**src/verilog/rcs_pkg.sv**
```systemverilog
// Functional notes
// - power-on clears all flags, sets brown-out and power-on, starts at reset vector
// - brown-out clears pin, soft, watchdog, sleep, idle, mismatch; sets brown-out only
// - pin reset in run sets pin flag; soft reset sets soft flag; others kept
// - pin reset while idle or asleep keeps the idle or sleep flag set
// - mismatch reset sets the mismatch flag, all others kept
// - watchdog reset in run sets the watchdog flag, all others kept
// - watchdog timeout while asleep or idle sets watchdog flag, keeps sleep or idle
// - interrupt wake goes to interrupt vector, leaving every cause flag unchanged
// - sleep and idle flags set by wait, cleared by software, power-on, brown-out
// - software may set or clear any flag; writing never causes a reset
// - every reset reloads the configuration before release
// - power-on presets every configuration word to all ones before loading
// - other resets reload configuration without presetting it first
// - every reset reselects the core clock from the boot clock select field
// - basic delay is reload time plus eight clocks; pin, mismatch, soft, watchdog use it
// - power-on waits regulator start-up or power-up timer, then basic delay
// - power-on and brown-out add lock delay for pll sources, oscillator start-up for crystal sources, clock monitor delay for either
// - arm bit write then a read of that register resets next cycle
// - watchdog timeout asleep or idle wakes to reset vector without device reset
package rcs_pkg;

  // register byte offsets
  localparam logic [3:0]  REG_FLAGS      = 4'h0;
  localparam logic [3:0]  REG_SOFT       = 4'h4;
  localparam logic [3:0]  REG_STAT       = 4'h8;

  // reset_cause_flags bit positions
  localparam int          FLG_POR        = 0;
  localparam int          FLG_BROWN      = 1;
  localparam int          FLG_IDLE       = 2;
  localparam int          FLG_SLEEP      = 3;
  localparam int          FLG_WDOG       = 4;
  localparam int          FLG_SOFT       = 6;
  localparam int          FLG_PIN        = 7;
  localparam int          FLG_MISM       = 9;
  localparam logic [31:0] FLAGS_WMASK    = 32'h0000_02DF;
  localparam logic [31:0] FLAGS_RST      = 32'h0000_0003;
  localparam logic [31:0] FLAGS_KEEP_PON = 32'h0000_0001;

  // status register fields
  localparam int          STAT_LP_LSB    = 4;
  localparam int          STAT_CLK_LSB   = 8;

  localparam logic [31:0] RESET_VECTOR   = 32'hBFC0_0000;
  localparam logic [31:0] IRQ_VECTOR     = 32'h0000_0200;

  // timing
  localparam int          CLK_MHZ        = 50;
  localparam int          PWRT_MS        = 64;
  localparam int          PWRT_CYC       = PWRT_MS * 1000 * CLK_MHZ;
  localparam int          VREG_US        = 10;
  localparam int          VREG_CYC       = VREG_US * CLK_MHZ;
  localparam int          LOCK_US        = 100;
  localparam int          LOCK_CYC       = LOCK_US * CLK_MHZ;
  localparam int          OST_US         = 1000;
  localparam int          OST_CYC        = OST_US * CLK_MHZ;
  localparam int          FSCM_US        = 2;
  localparam int          FSCM_CYC       = FSCM_US * CLK_MHZ;
  localparam int          SYSDLY_CLKS    = 8;

  // configuration store
  localparam int          CFG_WORDS      = 4;
  localparam int          CFG_CLK_WORD   = 1;
  localparam int          CLKSEL_LSB     = 0;
  localparam int          XTAL_BIT       = 8;
  localparam logic [31:0] CFG_PRESET     = 32'hFFFF_FFFF;
  localparam logic [2:0]  CLK_SEL_RST    = 3'h0;

  // boot clock select codes
  localparam logic [2:0]  CLK_FRCPLL     = 3'h1;
  localparam logic [2:0]  CLK_PRI        = 3'h2;
  localparam logic [2:0]  CLK_PRIPLL     = 3'h3;
  localparam logic [2:0]  CLK_SOSC       = 3'h4;

  typedef enum logic [2:0] {
    ST_RUN    = 3'h0,
    ST_HOLD   = 3'h1,
    ST_PWRUP  = 3'h2,
    ST_LOAD   = 3'h3,
    ST_CLKDLY = 3'h4,
    ST_SYSDLY = 3'h5
  } rcs_state_t;

  typedef enum logic [1:0] {
    LP_RUN   = 2'h0,
    LP_IDLE  = 2'h1,
    LP_SLEEP = 2'h2
  } rcs_lp_t;

endpackage : rcs_pkg

```
**src/verilog/rcs_cfg_loader.sv**
```systemverilog
`timescale 1ns/1ns
`default_nettype none
module rcs_cfg_loader #(
  parameter int WORDS = rcs_pkg::CFG_WORDS,
  parameter int AW    = 2
) (
  // clock and reset
  input  wire logic          clk_sys_i,
  input  wire logic          rst_n_i,
  // control
  input  wire logic          start_i,
  input  wire logic          preset_i,
  output logic               done_o,
  output logic               mismatch_o,
  // nonvolatile store
  output logic               cfg_rd_o,
  output logic [AW-1:0]      cfg_addr_o,
  input  wire logic [31:0]   cfg_data_i,
  input  wire logic [31:0]   cfg_data_n_i,
  // decoded fields
  output logic [2:0]         boot_sel_o,
  output logic               pri_xtal_o
);

  logic [31:0]   word_r [WORDS];
  logic          busy_r;
  logic          done_r;
  logic          mis_r;
  logic [AW-1:0] idx_r;

  wire logic last = (idx_r == AW'(WORDS - 1));
  // every word is stored with its complement beside it
  wire logic bad  = (cfg_data_n_i != ~cfg_data_i);

  always_ff @(posedge clk_sys_i or negedge rst_n_i)
  begin
    if (!rst_n_i)
    begin
      for (int i = 0; i < WORDS; i++)
        word_r[i] <= rcs_pkg::CFG_PRESET;
      busy_r <= 1'b0;
      done_r <= 1'b0;
      mis_r  <= 1'b0;
      idx_r  <= '0;
    end
    else
    begin
      done_r <= busy_r & last & ~start_i;
      mis_r  <= busy_r & bad & ~start_i;
      if (start_i)
      begin
        busy_r <= 1'b1;
        idx_r  <= '0;
        // other resets keep the words so debug state survives
        if (preset_i)
          for (int i = 0; i < WORDS; i++)
            word_r[i] <= rcs_pkg::CFG_PRESET;
      end
      else if (busy_r)
      begin
        word_r[idx_r] <= cfg_data_i;
        idx_r         <= idx_r + AW'(1);
        busy_r        <= ~last;
      end
    end
  end

  assign done_o     = done_r;
  assign mismatch_o = mis_r;
  assign cfg_rd_o   = busy_r;
  assign cfg_addr_o = idx_r;
  assign boot_sel_o = word_r[rcs_pkg::CFG_CLK_WORD][rcs_pkg::CLKSEL_LSB +: 3];
  assign pri_xtal_o = word_r[rcs_pkg::CFG_CLK_WORD][rcs_pkg::XTAL_BIT];

endmodule : rcs_cfg_loader
`default_nettype wire

```
**src/verilog/rcs_reset_ctrl.sv**
```systemverilog
`timescale 1ns/1ns
`default_nettype none
module rcs_reset_ctrl #(
  parameter int          ADR_W     = 4,
  parameter int          CFG_WORDS = rcs_pkg::CFG_WORDS,
  parameter int          PWRT_CYC  = rcs_pkg::PWRT_CYC,
  parameter int          VREG_CYC  = rcs_pkg::VREG_CYC,
  parameter int          LOCK_CYC  = rcs_pkg::LOCK_CYC,
  parameter int          OST_CYC   = rcs_pkg::OST_CYC,
  parameter int          FSCM_CYC  = rcs_pkg::FSCM_CYC,
  parameter logic [31:0] IRQ_VEC   = rcs_pkg::IRQ_VECTOR,
  localparam int         CFG_AW    = (CFG_WORDS > 1) ? $clog2(CFG_WORDS) : 1
) (
  // clock and reset
  input  wire logic              clk_sys_i,
  input  wire logic              rst_b_i,
  // wishbone slave
  input  wire logic              wb_cyc_i,
  input  wire logic              wb_stb_i,
  input  wire logic              wb_we_i,
  input  wire logic [ADR_W-1:0]  wb_adr_i,
  input  wire logic [3:0]        wb_sel_i,
  input  wire logic [31:0]       wb_dat_i,
  output logic [31:0]            wb_dat_o,
  output logic                   wb_ack_o,
  // reset sources
  input  wire logic              por_i,
  input  wire logic              brownout_i,
  input  wire logic              external_reset_pin_b_i,
  input  wire logic              watchdog_timeout_i,
  input  wire logic              regulator_en_i,
  // core side
  input  wire logic              wait_exec_i,
  input  wire logic              wait_sleep_i,
  input  wire logic              wake_irq_i,
  output logic                   core_hold_o,
  output logic                   core_wake_o,
  output logic [31:0]            core_pc_o,
  output logic [2:0]             core_clk_sel_o,
  // configuration store
  output logic                   cfg_rd_o,
  output logic [CFG_AW-1:0]      cfg_addr_o,
  input  wire logic [31:0]       cfg_data_i,
  input  wire logic [31:0]       cfg_data_n_i
);

  ////////////////////////////////////////////////////////////////////////////
  // reset release

  logic rst_s1_r;
  logic rst_n;

  always_ff @(posedge clk_sys_i or negedge rst_b_i)
  begin
    if (!rst_b_i)
    begin
      rst_s1_r <= 1'b0;
      rst_n    <= 1'b0;
    end
    else
    begin
      rst_s1_r <= 1'b1;
      rst_n    <= rst_s1_r;
    end
  end

  ////////////////////////////////////////////////////////////////////////////
  // state

  rcs_pkg::rcs_state_t state_r;
  rcs_pkg::rcs_state_t state_nxt;
  rcs_pkg::rcs_lp_t    lp_r;
  rcs_pkg::rcs_lp_t    lp_nxt;
  logic [31:0]         cnt_r;
  logic [31:0]         cnt_nxt;
  logic [31:0]         flags_r;
  logic [31:0]         flags_nxt;
  logic                pwr_r;
  logic                pwr_nxt;
  logic                full_r;
  logic                full_nxt;
  logic                ld_start;
  logic                ack_r;
  logic [31:0]         dat_r;
  logic                arm_r;
  logic                soft_trig_r;
  logic                wake_r;
  logic [31:0]         pc_r;
  logic [2:0]          clk_sel_r;
  logic                ld_done;
  logic                mism_p;
  logic [2:0]          boot_sel;
  logic                pri_xtal;

  ////////////////////////////////////////////////////////////////////////////
  // source decode

  wire logic run_st    = (state_r == rcs_pkg::ST_RUN);
  wire logic pin_act   = ~external_reset_pin_b_i;
  wire logic lp_on     = (lp_r != rcs_pkg::LP_RUN);
  wire logic wait_go   = wait_exec_i & run_st;
  wire logic wake_irq  = wake_irq_i & run_st & lp_on;
  // timeout in low power only wakes the core, no device reset
  wire logic wdt_wake  = watchdog_timeout_i & run_st & lp_on;
  wire logic wdt_rst   = watchdog_timeout_i & ~wdt_wake;
  wire logic hold_lv   = por_i | brownout_i | pin_act;
  wire logic src_any   = hold_lv | wdt_rst | mism_p | soft_trig_r;

  ////////////////////////////////////////////////////////////////////////////
  // wishbone decode

  wire logic        wb_req    = wb_cyc_i & wb_stb_i;
  wire logic [3:0]  wb_off    = {wb_adr_i[3:2], 2'h0};
  wire logic        hit_flags = (wb_off == rcs_pkg::REG_FLAGS);
  wire logic        hit_soft  = (wb_off == rcs_pkg::REG_SOFT);
  wire logic        hit_stat  = (wb_off == rcs_pkg::REG_STAT);
  wire logic        wr_fire   = wb_req & wb_we_i & ack_r;
  wire logic        rd_fire   = wb_req & ~wb_we_i & ack_r;
  wire logic [31:0] lane_mask = {{8{wb_sel_i[3]}}, {8{wb_sel_i[2]}},
                                 {8{wb_sel_i[1]}}, {8{wb_sel_i[0]}}};
  wire logic [31:0] wmask     = lane_mask & rcs_pkg::FLAGS_WMASK;
  wire logic [31:0] stat_word = 32'(state_r)
                              | (32'(lp_r) << rcs_pkg::STAT_LP_LSB)
                              | (32'(clk_sel_r) << rcs_pkg::STAT_CLK_LSB);
  wire logic [31:0] rd_mux    = hit_flags ? flags_r
                              : hit_soft  ? {31'h0, arm_r}
                              : hit_stat  ? stat_word
                              : 32'h0;

  ////////////////////////////////////////////////////////////////////////////
  // clock source dependent delay

  wire logic        src_pll  = (boot_sel == rcs_pkg::CLK_FRCPLL)
                             | (boot_sel == rcs_pkg::CLK_PRIPLL);
  wire logic        src_xtal = (boot_sel == rcs_pkg::CLK_SOSC) | (pri_xtal &
                               ((boot_sel == rcs_pkg::CLK_PRI) |
                                (boot_sel == rcs_pkg::CLK_PRIPLL)));
  wire logic [31:0] clk_cyc  = (src_pll ? 32'(LOCK_CYC) : 32'h0)
                             + (src_xtal ? 32'(OST_CYC) : 32'h0)
                             + ((src_pll | src_xtal) ? 32'(FSCM_CYC) : 32'h0);

  ////////////////////////////////////////////////////////////////////////////
  // cause flags

  always_comb
  begin
    flags_nxt = flags_r;
    if (wr_fire && hit_flags)
      flags_nxt = (flags_r & ~wmask) | (wb_dat_i & wmask);
    if (wait_go && wait_sleep_i)
      flags_nxt[rcs_pkg::FLG_SLEEP] = 1'b1;
    if (wait_go && !wait_sleep_i)
      flags_nxt[rcs_pkg::FLG_IDLE] = 1'b1;
    if (por_i)
      flags_nxt = rcs_pkg::FLAGS_RST;
    else if (brownout_i)
    begin
      flags_nxt = flags_nxt & rcs_pkg::FLAGS_KEEP_PON;
      flags_nxt[rcs_pkg::FLG_BROWN] = 1'b1;
    end
    // hardware sets come last so they beat a software clear
    // sleep and idle are left alone here, kept from the wait
    if (pin_act)
      flags_nxt[rcs_pkg::FLG_PIN] = 1'b1;
    if (soft_trig_r)
      flags_nxt[rcs_pkg::FLG_SOFT] = 1'b1;
    if (mism_p)
      flags_nxt[rcs_pkg::FLG_MISM] = 1'b1;
    if (watchdog_timeout_i)
      flags_nxt[rcs_pkg::FLG_WDOG] = 1'b1;
  end

  ////////////////////////////////////////////////////////////////////////////
  // low power tracking

  always_comb
  begin
    lp_nxt = lp_r;
    if (!run_st || src_any || wake_irq || wdt_wake)
      lp_nxt = rcs_pkg::LP_RUN;
    else if (wait_go)
      lp_nxt = wait_sleep_i ? rcs_pkg::LP_SLEEP : rcs_pkg::LP_IDLE;
  end

  ////////////////////////////////////////////////////////////////////////////
  // release sequencer

  always_comb
  begin
    state_nxt = state_r;
    cnt_nxt   = (cnt_r != 32'h0) ? cnt_r - 32'h1 : cnt_r;
    pwr_nxt   = pwr_r;
    full_nxt  = full_r;
    ld_start  = 1'b0;
    case (state_r)
      rcs_pkg::ST_RUN:
        state_nxt = rcs_pkg::ST_RUN;
      rcs_pkg::ST_HOLD:
        if (!hold_lv)
        begin
          if (pwr_r)
          begin
            state_nxt = rcs_pkg::ST_PWRUP;
            cnt_nxt   = 32'(regulator_en_i ? VREG_CYC - 1 : PWRT_CYC - 1);
          end
          else
          begin
            state_nxt = rcs_pkg::ST_LOAD;
            ld_start  = 1'b1;
          end
        end
      rcs_pkg::ST_PWRUP:
        if (cnt_r == 32'h0)
        begin
          state_nxt = rcs_pkg::ST_LOAD;
          ld_start  = 1'b1;
        end
      rcs_pkg::ST_LOAD:
        if (ld_done)
        begin
          if (full_r && clk_cyc != 32'h0)
          begin
            state_nxt = rcs_pkg::ST_CLKDLY;
            cnt_nxt   = clk_cyc - 32'h1;
          end
          else
          begin
            state_nxt = rcs_pkg::ST_SYSDLY;
            cnt_nxt   = 32'(rcs_pkg::SYSDLY_CLKS - 1);
          end
        end
      rcs_pkg::ST_CLKDLY:
        if (cnt_r == 32'h0)
        begin
          state_nxt = rcs_pkg::ST_SYSDLY;
          cnt_nxt   = 32'(rcs_pkg::SYSDLY_CLKS - 1);
        end
      rcs_pkg::ST_SYSDLY:
        if (cnt_r == 32'h0)
        begin
          state_nxt = rcs_pkg::ST_RUN;
          pwr_nxt   = 1'b0;
          full_nxt  = 1'b0;
        end
      default:
        state_nxt = rcs_pkg::ST_HOLD;
    endcase
    // any source restarts the sequence; strongest kind seen is kept
    if (src_any)
    begin
      state_nxt = rcs_pkg::ST_HOLD;
      ld_start  = 1'b0;
      pwr_nxt   = pwr_r | por_i;
      full_nxt  = full_r | por_i | brownout_i;
    end
  end

  always_ff @(posedge clk_sys_i or negedge rst_n)
  begin
    if (!rst_n)
    begin
      state_r <= rcs_pkg::ST_HOLD;
      lp_r    <= rcs_pkg::LP_RUN;
      cnt_r   <= 32'h0;
      flags_r <= rcs_pkg::FLAGS_RST;
      pwr_r   <= 1'b1;
      full_r  <= 1'b1;
    end
    else
    begin
      state_r <= state_nxt;
      lp_r    <= lp_nxt;
      cnt_r   <= cnt_nxt;
      flags_r <= flags_nxt;
      pwr_r   <= pwr_nxt;
      full_r  <= full_nxt;
    end
  end

  ////////////////////////////////////////////////////////////////////////////
  // bus, soft reset and core outputs

  always_ff @(posedge clk_sys_i or negedge rst_n)
  begin
    if (!rst_n)
    begin
      ack_r      <= 1'b0;
      dat_r      <= 32'h0;
      arm_r      <= 1'b0;
      soft_trig_r <= 1'b0;
      wake_r     <= 1'b0;
      pc_r       <= rcs_pkg::RESET_VECTOR;
      clk_sel_r  <= rcs_pkg::CLK_SEL_RST;
    end
    else
    begin
      ack_r <= wb_req & ~ack_r;
      if (wb_req && !ack_r)
        dat_r <= rd_mux;
      if (!run_st)
        arm_r <= 1'b0;
      else if (wr_fire && hit_soft && wb_sel_i[0])
        arm_r <= wb_dat_i[0];
      soft_trig_r <= rd_fire & hit_soft & arm_r & run_st;
      wake_r      <= (wake_irq | wdt_wake) & ~src_any;
      // vector set on the same edge the hold begins
      if (!run_st || src_any || wdt_wake)
        pc_r <= rcs_pkg::RESET_VECTOR;
      else if (wake_irq)
        pc_r <= IRQ_VEC;
      if (state_r == rcs_pkg::ST_LOAD && ld_done)
        clk_sel_r <= boot_sel;
    end
  end

  rcs_cfg_loader #(
    .WORDS (CFG_WORDS),
    .AW    (CFG_AW)
  ) u_loader (
    .clk_sys_i    (clk_sys_i),
    .rst_n_i      (rst_n),
    .start_i      (ld_start),
    .preset_i     (pwr_r),
    .done_o       (ld_done),
    .mismatch_o   (mism_p),
    .cfg_rd_o     (cfg_rd_o),
    .cfg_addr_o   (cfg_addr_o),
    .cfg_data_i   (cfg_data_i),
    .cfg_data_n_i (cfg_data_n_i),
    .boot_sel_o   (boot_sel),
    .pri_xtal_o   (pri_xtal)
  );

  assign wb_ack_o       = ack_r;
  assign wb_dat_o       = dat_r;
  assign core_hold_o    = ~run_st;
  assign core_wake_o    = wake_r;
  assign core_pc_o      = pc_r;
  assign core_clk_sel_o = clk_sel_r;

  wire logic quiet = !wr_fire && !wait_go && !pin_act && !soft_trig_r
                   && !mism_p && !watchdog_timeout_i;
  wire logic in_sys = (state_r == rcs_pkg::ST_SYSDLY);
endmodule : rcs_reset_ctrl
`default_nettype wire

```
**config.mk**
```make
export PLATFORM = sky130hd
export DESIGN_NAME = rcs_reset_ctrl
export DESIGN_NICKNAME = d
export VERILOG_FILES = /design/src/verilog/rcs_pkg.sv /design/src/verilog/rcs_cfg_loader.sv /design/src/verilog/rcs_reset_ctrl.sv
export SDC_FILE = /design/constraint.sdc
export NUM_CORES = 1
export LEC_CHECK = 0
export ABC_AREA = 1
export BUFFER_PORTS_ARGS = -buffer_cell sky130_fd_sc_hd__buf_2
export CAP_MARGIN = 20
export CORE_UTILIZATION = 45
export DETAILED_ROUTE_END_ITERATION = 12
export PLACE_DENSITY = 0.73
export SLEW_MARGIN = 20
export SYNTH_ARGS = -nofsm -noshare
export SYNTH_HDL_FRONTEND = slang
export SYNTH_SLANG_ARGS = --single-unit
```
**constraint.sdc**
```tcl
create_clock -name clk_sys_i -period 2.88 [get_ports clk_sys_i]
set_clock_uncertainty 0.1 [all_clocks]
set_input_delay 0.432 -clock clk_sys_i [delete_from_list [all_inputs] [get_ports clk_sys_i]]
set_output_delay 0.432 -clock clk_sys_i [all_outputs]
set_load 0.01 [all_outputs]
```
==> results.txt <==
status: finished, final reports clean
clk_lat worst skew: 340 ps
Crit Path Max Fanout: 16
Async S/R FF share, synth: 100%
Die Ht: 113 um
Routed Antenna Nets: 0
DRT iter0 DRCs: 379
Crit path largest cell delay: 540 ps
worst setup path class: flop to flop
DR WL/cell: 12.6 um
Die Width: 113 um
final total power: 3.28 mW
Placed Instances: 1029
Syn Area/Cell: 7.37 um2
Crit path top cell by count: inv_1
end-of-flow core utilization: 53.4%
H-tree depth: 3
synthesized area: 5590 um2
number of remaining DRC errors: 0
port bufs: 118
all-layer global routing usage: 21.5%
nets: 999
Total Wirelength: 13200 um
max-cap violations: 0
CTS Root Cell: clkbuf_16
Worst Tran Pin Value: 955 ps
vias in the first global route: 4632
Layout area overhead: 15.1%
critical-path cell list: inv_1 > o31ai_1 > inv_1 > ha_1 > o21ai_0 > nand2_2 > inv_2 > o21ai_2 > inv_2 > nand2_4 > o21ai_0 > nand2_1 > inv_1
DR vias/cell: 4.78
Multi-input gate area: 3030 um2
top_reg_cell synth: dfrtp_1
pwr/cell area: 509 nW/um2
Setup Fix Bufs, Post-CTS: 0
Starting Density: 46.4%
Crit path max-delay family: compound AO/OA/AOI/OAI gates
Min Clock Period, post-route: 2450 ps
RSZ-0062 raised after global routing: false
drt first pass iters: 5
synth warn: 0
dpl hpwl: 10500 um
Max VDD drop: 355 uV
clock-pin slew on the worst setup and hold paths: 60 ps
Overflow after GRT: 0
share of layout cells above drive strength 1: 23.9%
endpoint class of the critical path: flop
cts bufs inserted: 9
initial antenna violation count: 0
WP buf/inv: 5
Sink Count: 78
via count: 4997
cell row count: 40
Final Max Tran Viols: 0
startpoint class of the critical path: flop
Max Freq: 409 MHz
Ports: 190
post-synthesis register bit count: 78
Setup Viol. Count Final: 0
largest net degree at the start of global routing: 77
most frequent cells in the layout: nand2_1, buf_2, nor2_1, inv_1, dfrtp_1
crit path max-delay cell type: dfstp_2
setup TNS: 0 ps
area leader, netlist: dfrtp_1
buffer depth of the longest clock path: 2
Post-synth EDFFs: 0
synth top area cells: dfrtp_1, nand2_1, buf_4
Sequential Area: 1970 um2
number of fill cells: 1187
final worst path period share: 84.9%
final cell count without fillers: 1046
Yosys cell types: 44
Static Leakage: 3.45 nW
Ant. Diodes: 0
most common cell after layout, fill and taps aside: nand2_1
TritonCTS clock tree: done
core box area: 12100 um2
Seq/Total Area, Yosys: 35.1%
top-area cell type share of the netlist area: 30.4%
post-synthesis cell count: 759
Slew HR: 36.3%
area of the die: 12900 um2
GP Congestion: 0.946
worst path required time: 3060 ps
Min-Delay Path Class: primary input to flop
CP Data Arrival Time: 2630 ps
global-route wire length before repair: 21600 um
final number of hold-violating endpoints: 0
## stage by stage
stage / hold WS [ps] / setup WS (ps) / area (um2)
floorplan: 36.4 / 464 / 5750
global placement: 118 / 542 / 6120
detailed placement: 120 / 483 / 6120
CTS: 154 / 428 / 6440
global route: 158 / 211 / 6440
finish: 155 / 435 / 6440
## final timing paths
check                                        from          end  slack [ps]  cells past startpoint
max in group asynchronous                   rst_n     cnt_r[8]        1680                      0
max reg2reg                u_loader.boot_sel_o[2]    cnt_r[16]         430                     13
min reg2reg                              rst_s1_r        rst_n         250                      0
min                                       wb_we_i  soft_trig_r         150                      2
min in group asynchronous                 rst_b_i        rst_n         290                      2
max                        u_loader.boot_sel_o[2]    cnt_r[16]         430                     13
## timing repair
| action | CTS | global route |
|---|---|---|
| gates resized for setup | 0 | 0 |
| hold endpoints to repair | 2 | 0 |
| hold buffers | 1 | 0 |
| setup endpoints to repair | 0 | 0 |
## synth_stat cells, drive strengths merged (3+ instances only)
| library cell | count |
|---|---|
| nand2 | 188 |
| nor2 | 115 |
| inv | 80 |
| dfrtp | 68 |
| buf | 59 |
| nand3 | 53 |
| o21ai | 52 |
| xor2 | 37 |
| a21oi | 17 |
| nand4 | 14 |
| or2 | 12 |
| dfstp | 10 |
| ha | 9 |
| xnor2 | 7 |
| a31oi | 6 |
| o21bai | 5 |
| o31ai | 5 |
| nor3 | 4 |
| a31o | 3 |
## state kept, by name, summed over array words and instances (netlist names), 2 cells and up
register and cells:
cnt_r 32, wb_dat_o 11, flags_r 8, core_clk_sel_o 3, state_r 3, u_loader.boot_sel_o 3, core_pc_o 2, lp_r 2
u_loader.cfg_addr_o 2
## metal layers
layer,routed length (um),up-vias,global-route usage (%)
met5,0,-,0
met3,773,20,3.13
met4,238,0,8.16
li1,-,2557,-
met1,5900,2221,28.2
met2,6280,199,35.9
## worst register-to-register path, stage by stage (launching register included)
cell and delay (ps):
dfstp_2 540, inv_1 80, o31ai_1 300, inv_1 160, ha_1 230, o21ai_0 200
nand2_2 100, inv_2 100, o21ai_2 90, inv_2 80, nand2_4 120, o21ai_0 140
nand2_1 80, inv_1 70
## where the power goes
| part | internal (mW) | switching (mW) |
|---|---|---|
| registers | 1.20 | 0.124 |
| clock network | 0.699 | 0.475 |
| logic | 0.294 | 0.481 |
## cell families (layout without fill, tap and decap cells)
group | Yosys count | in the layout | synth area share, %
and+or+nand+nor | 390 | 390 | 32.2
DFF | 78 | 78 | 35.1
buffers and inverters | 141 | 218 | 13.5
muxes | 1 | 1 | 0.201
other | 2 | 44 | 0.134
adders and majority gates | 9 | 9 | 2.01
AOI/OAI and AO/OA | 94 | 94 | 9.93
xor gates and xnor gates | 44 | 44 | 6.89
## layout make-up
cell class,count,area share [%]
Timing Repair Buffer,122,9.67
Clock buffer,10,3.71
Sequential cell,78,30.6
Clock inverter,6,1.07
Multi-Input combinational cell,582,47.1
Tap cell,168,3.26
Inverter,80,4.66
No activity file was read; power rests on OpenSTA's default activity.
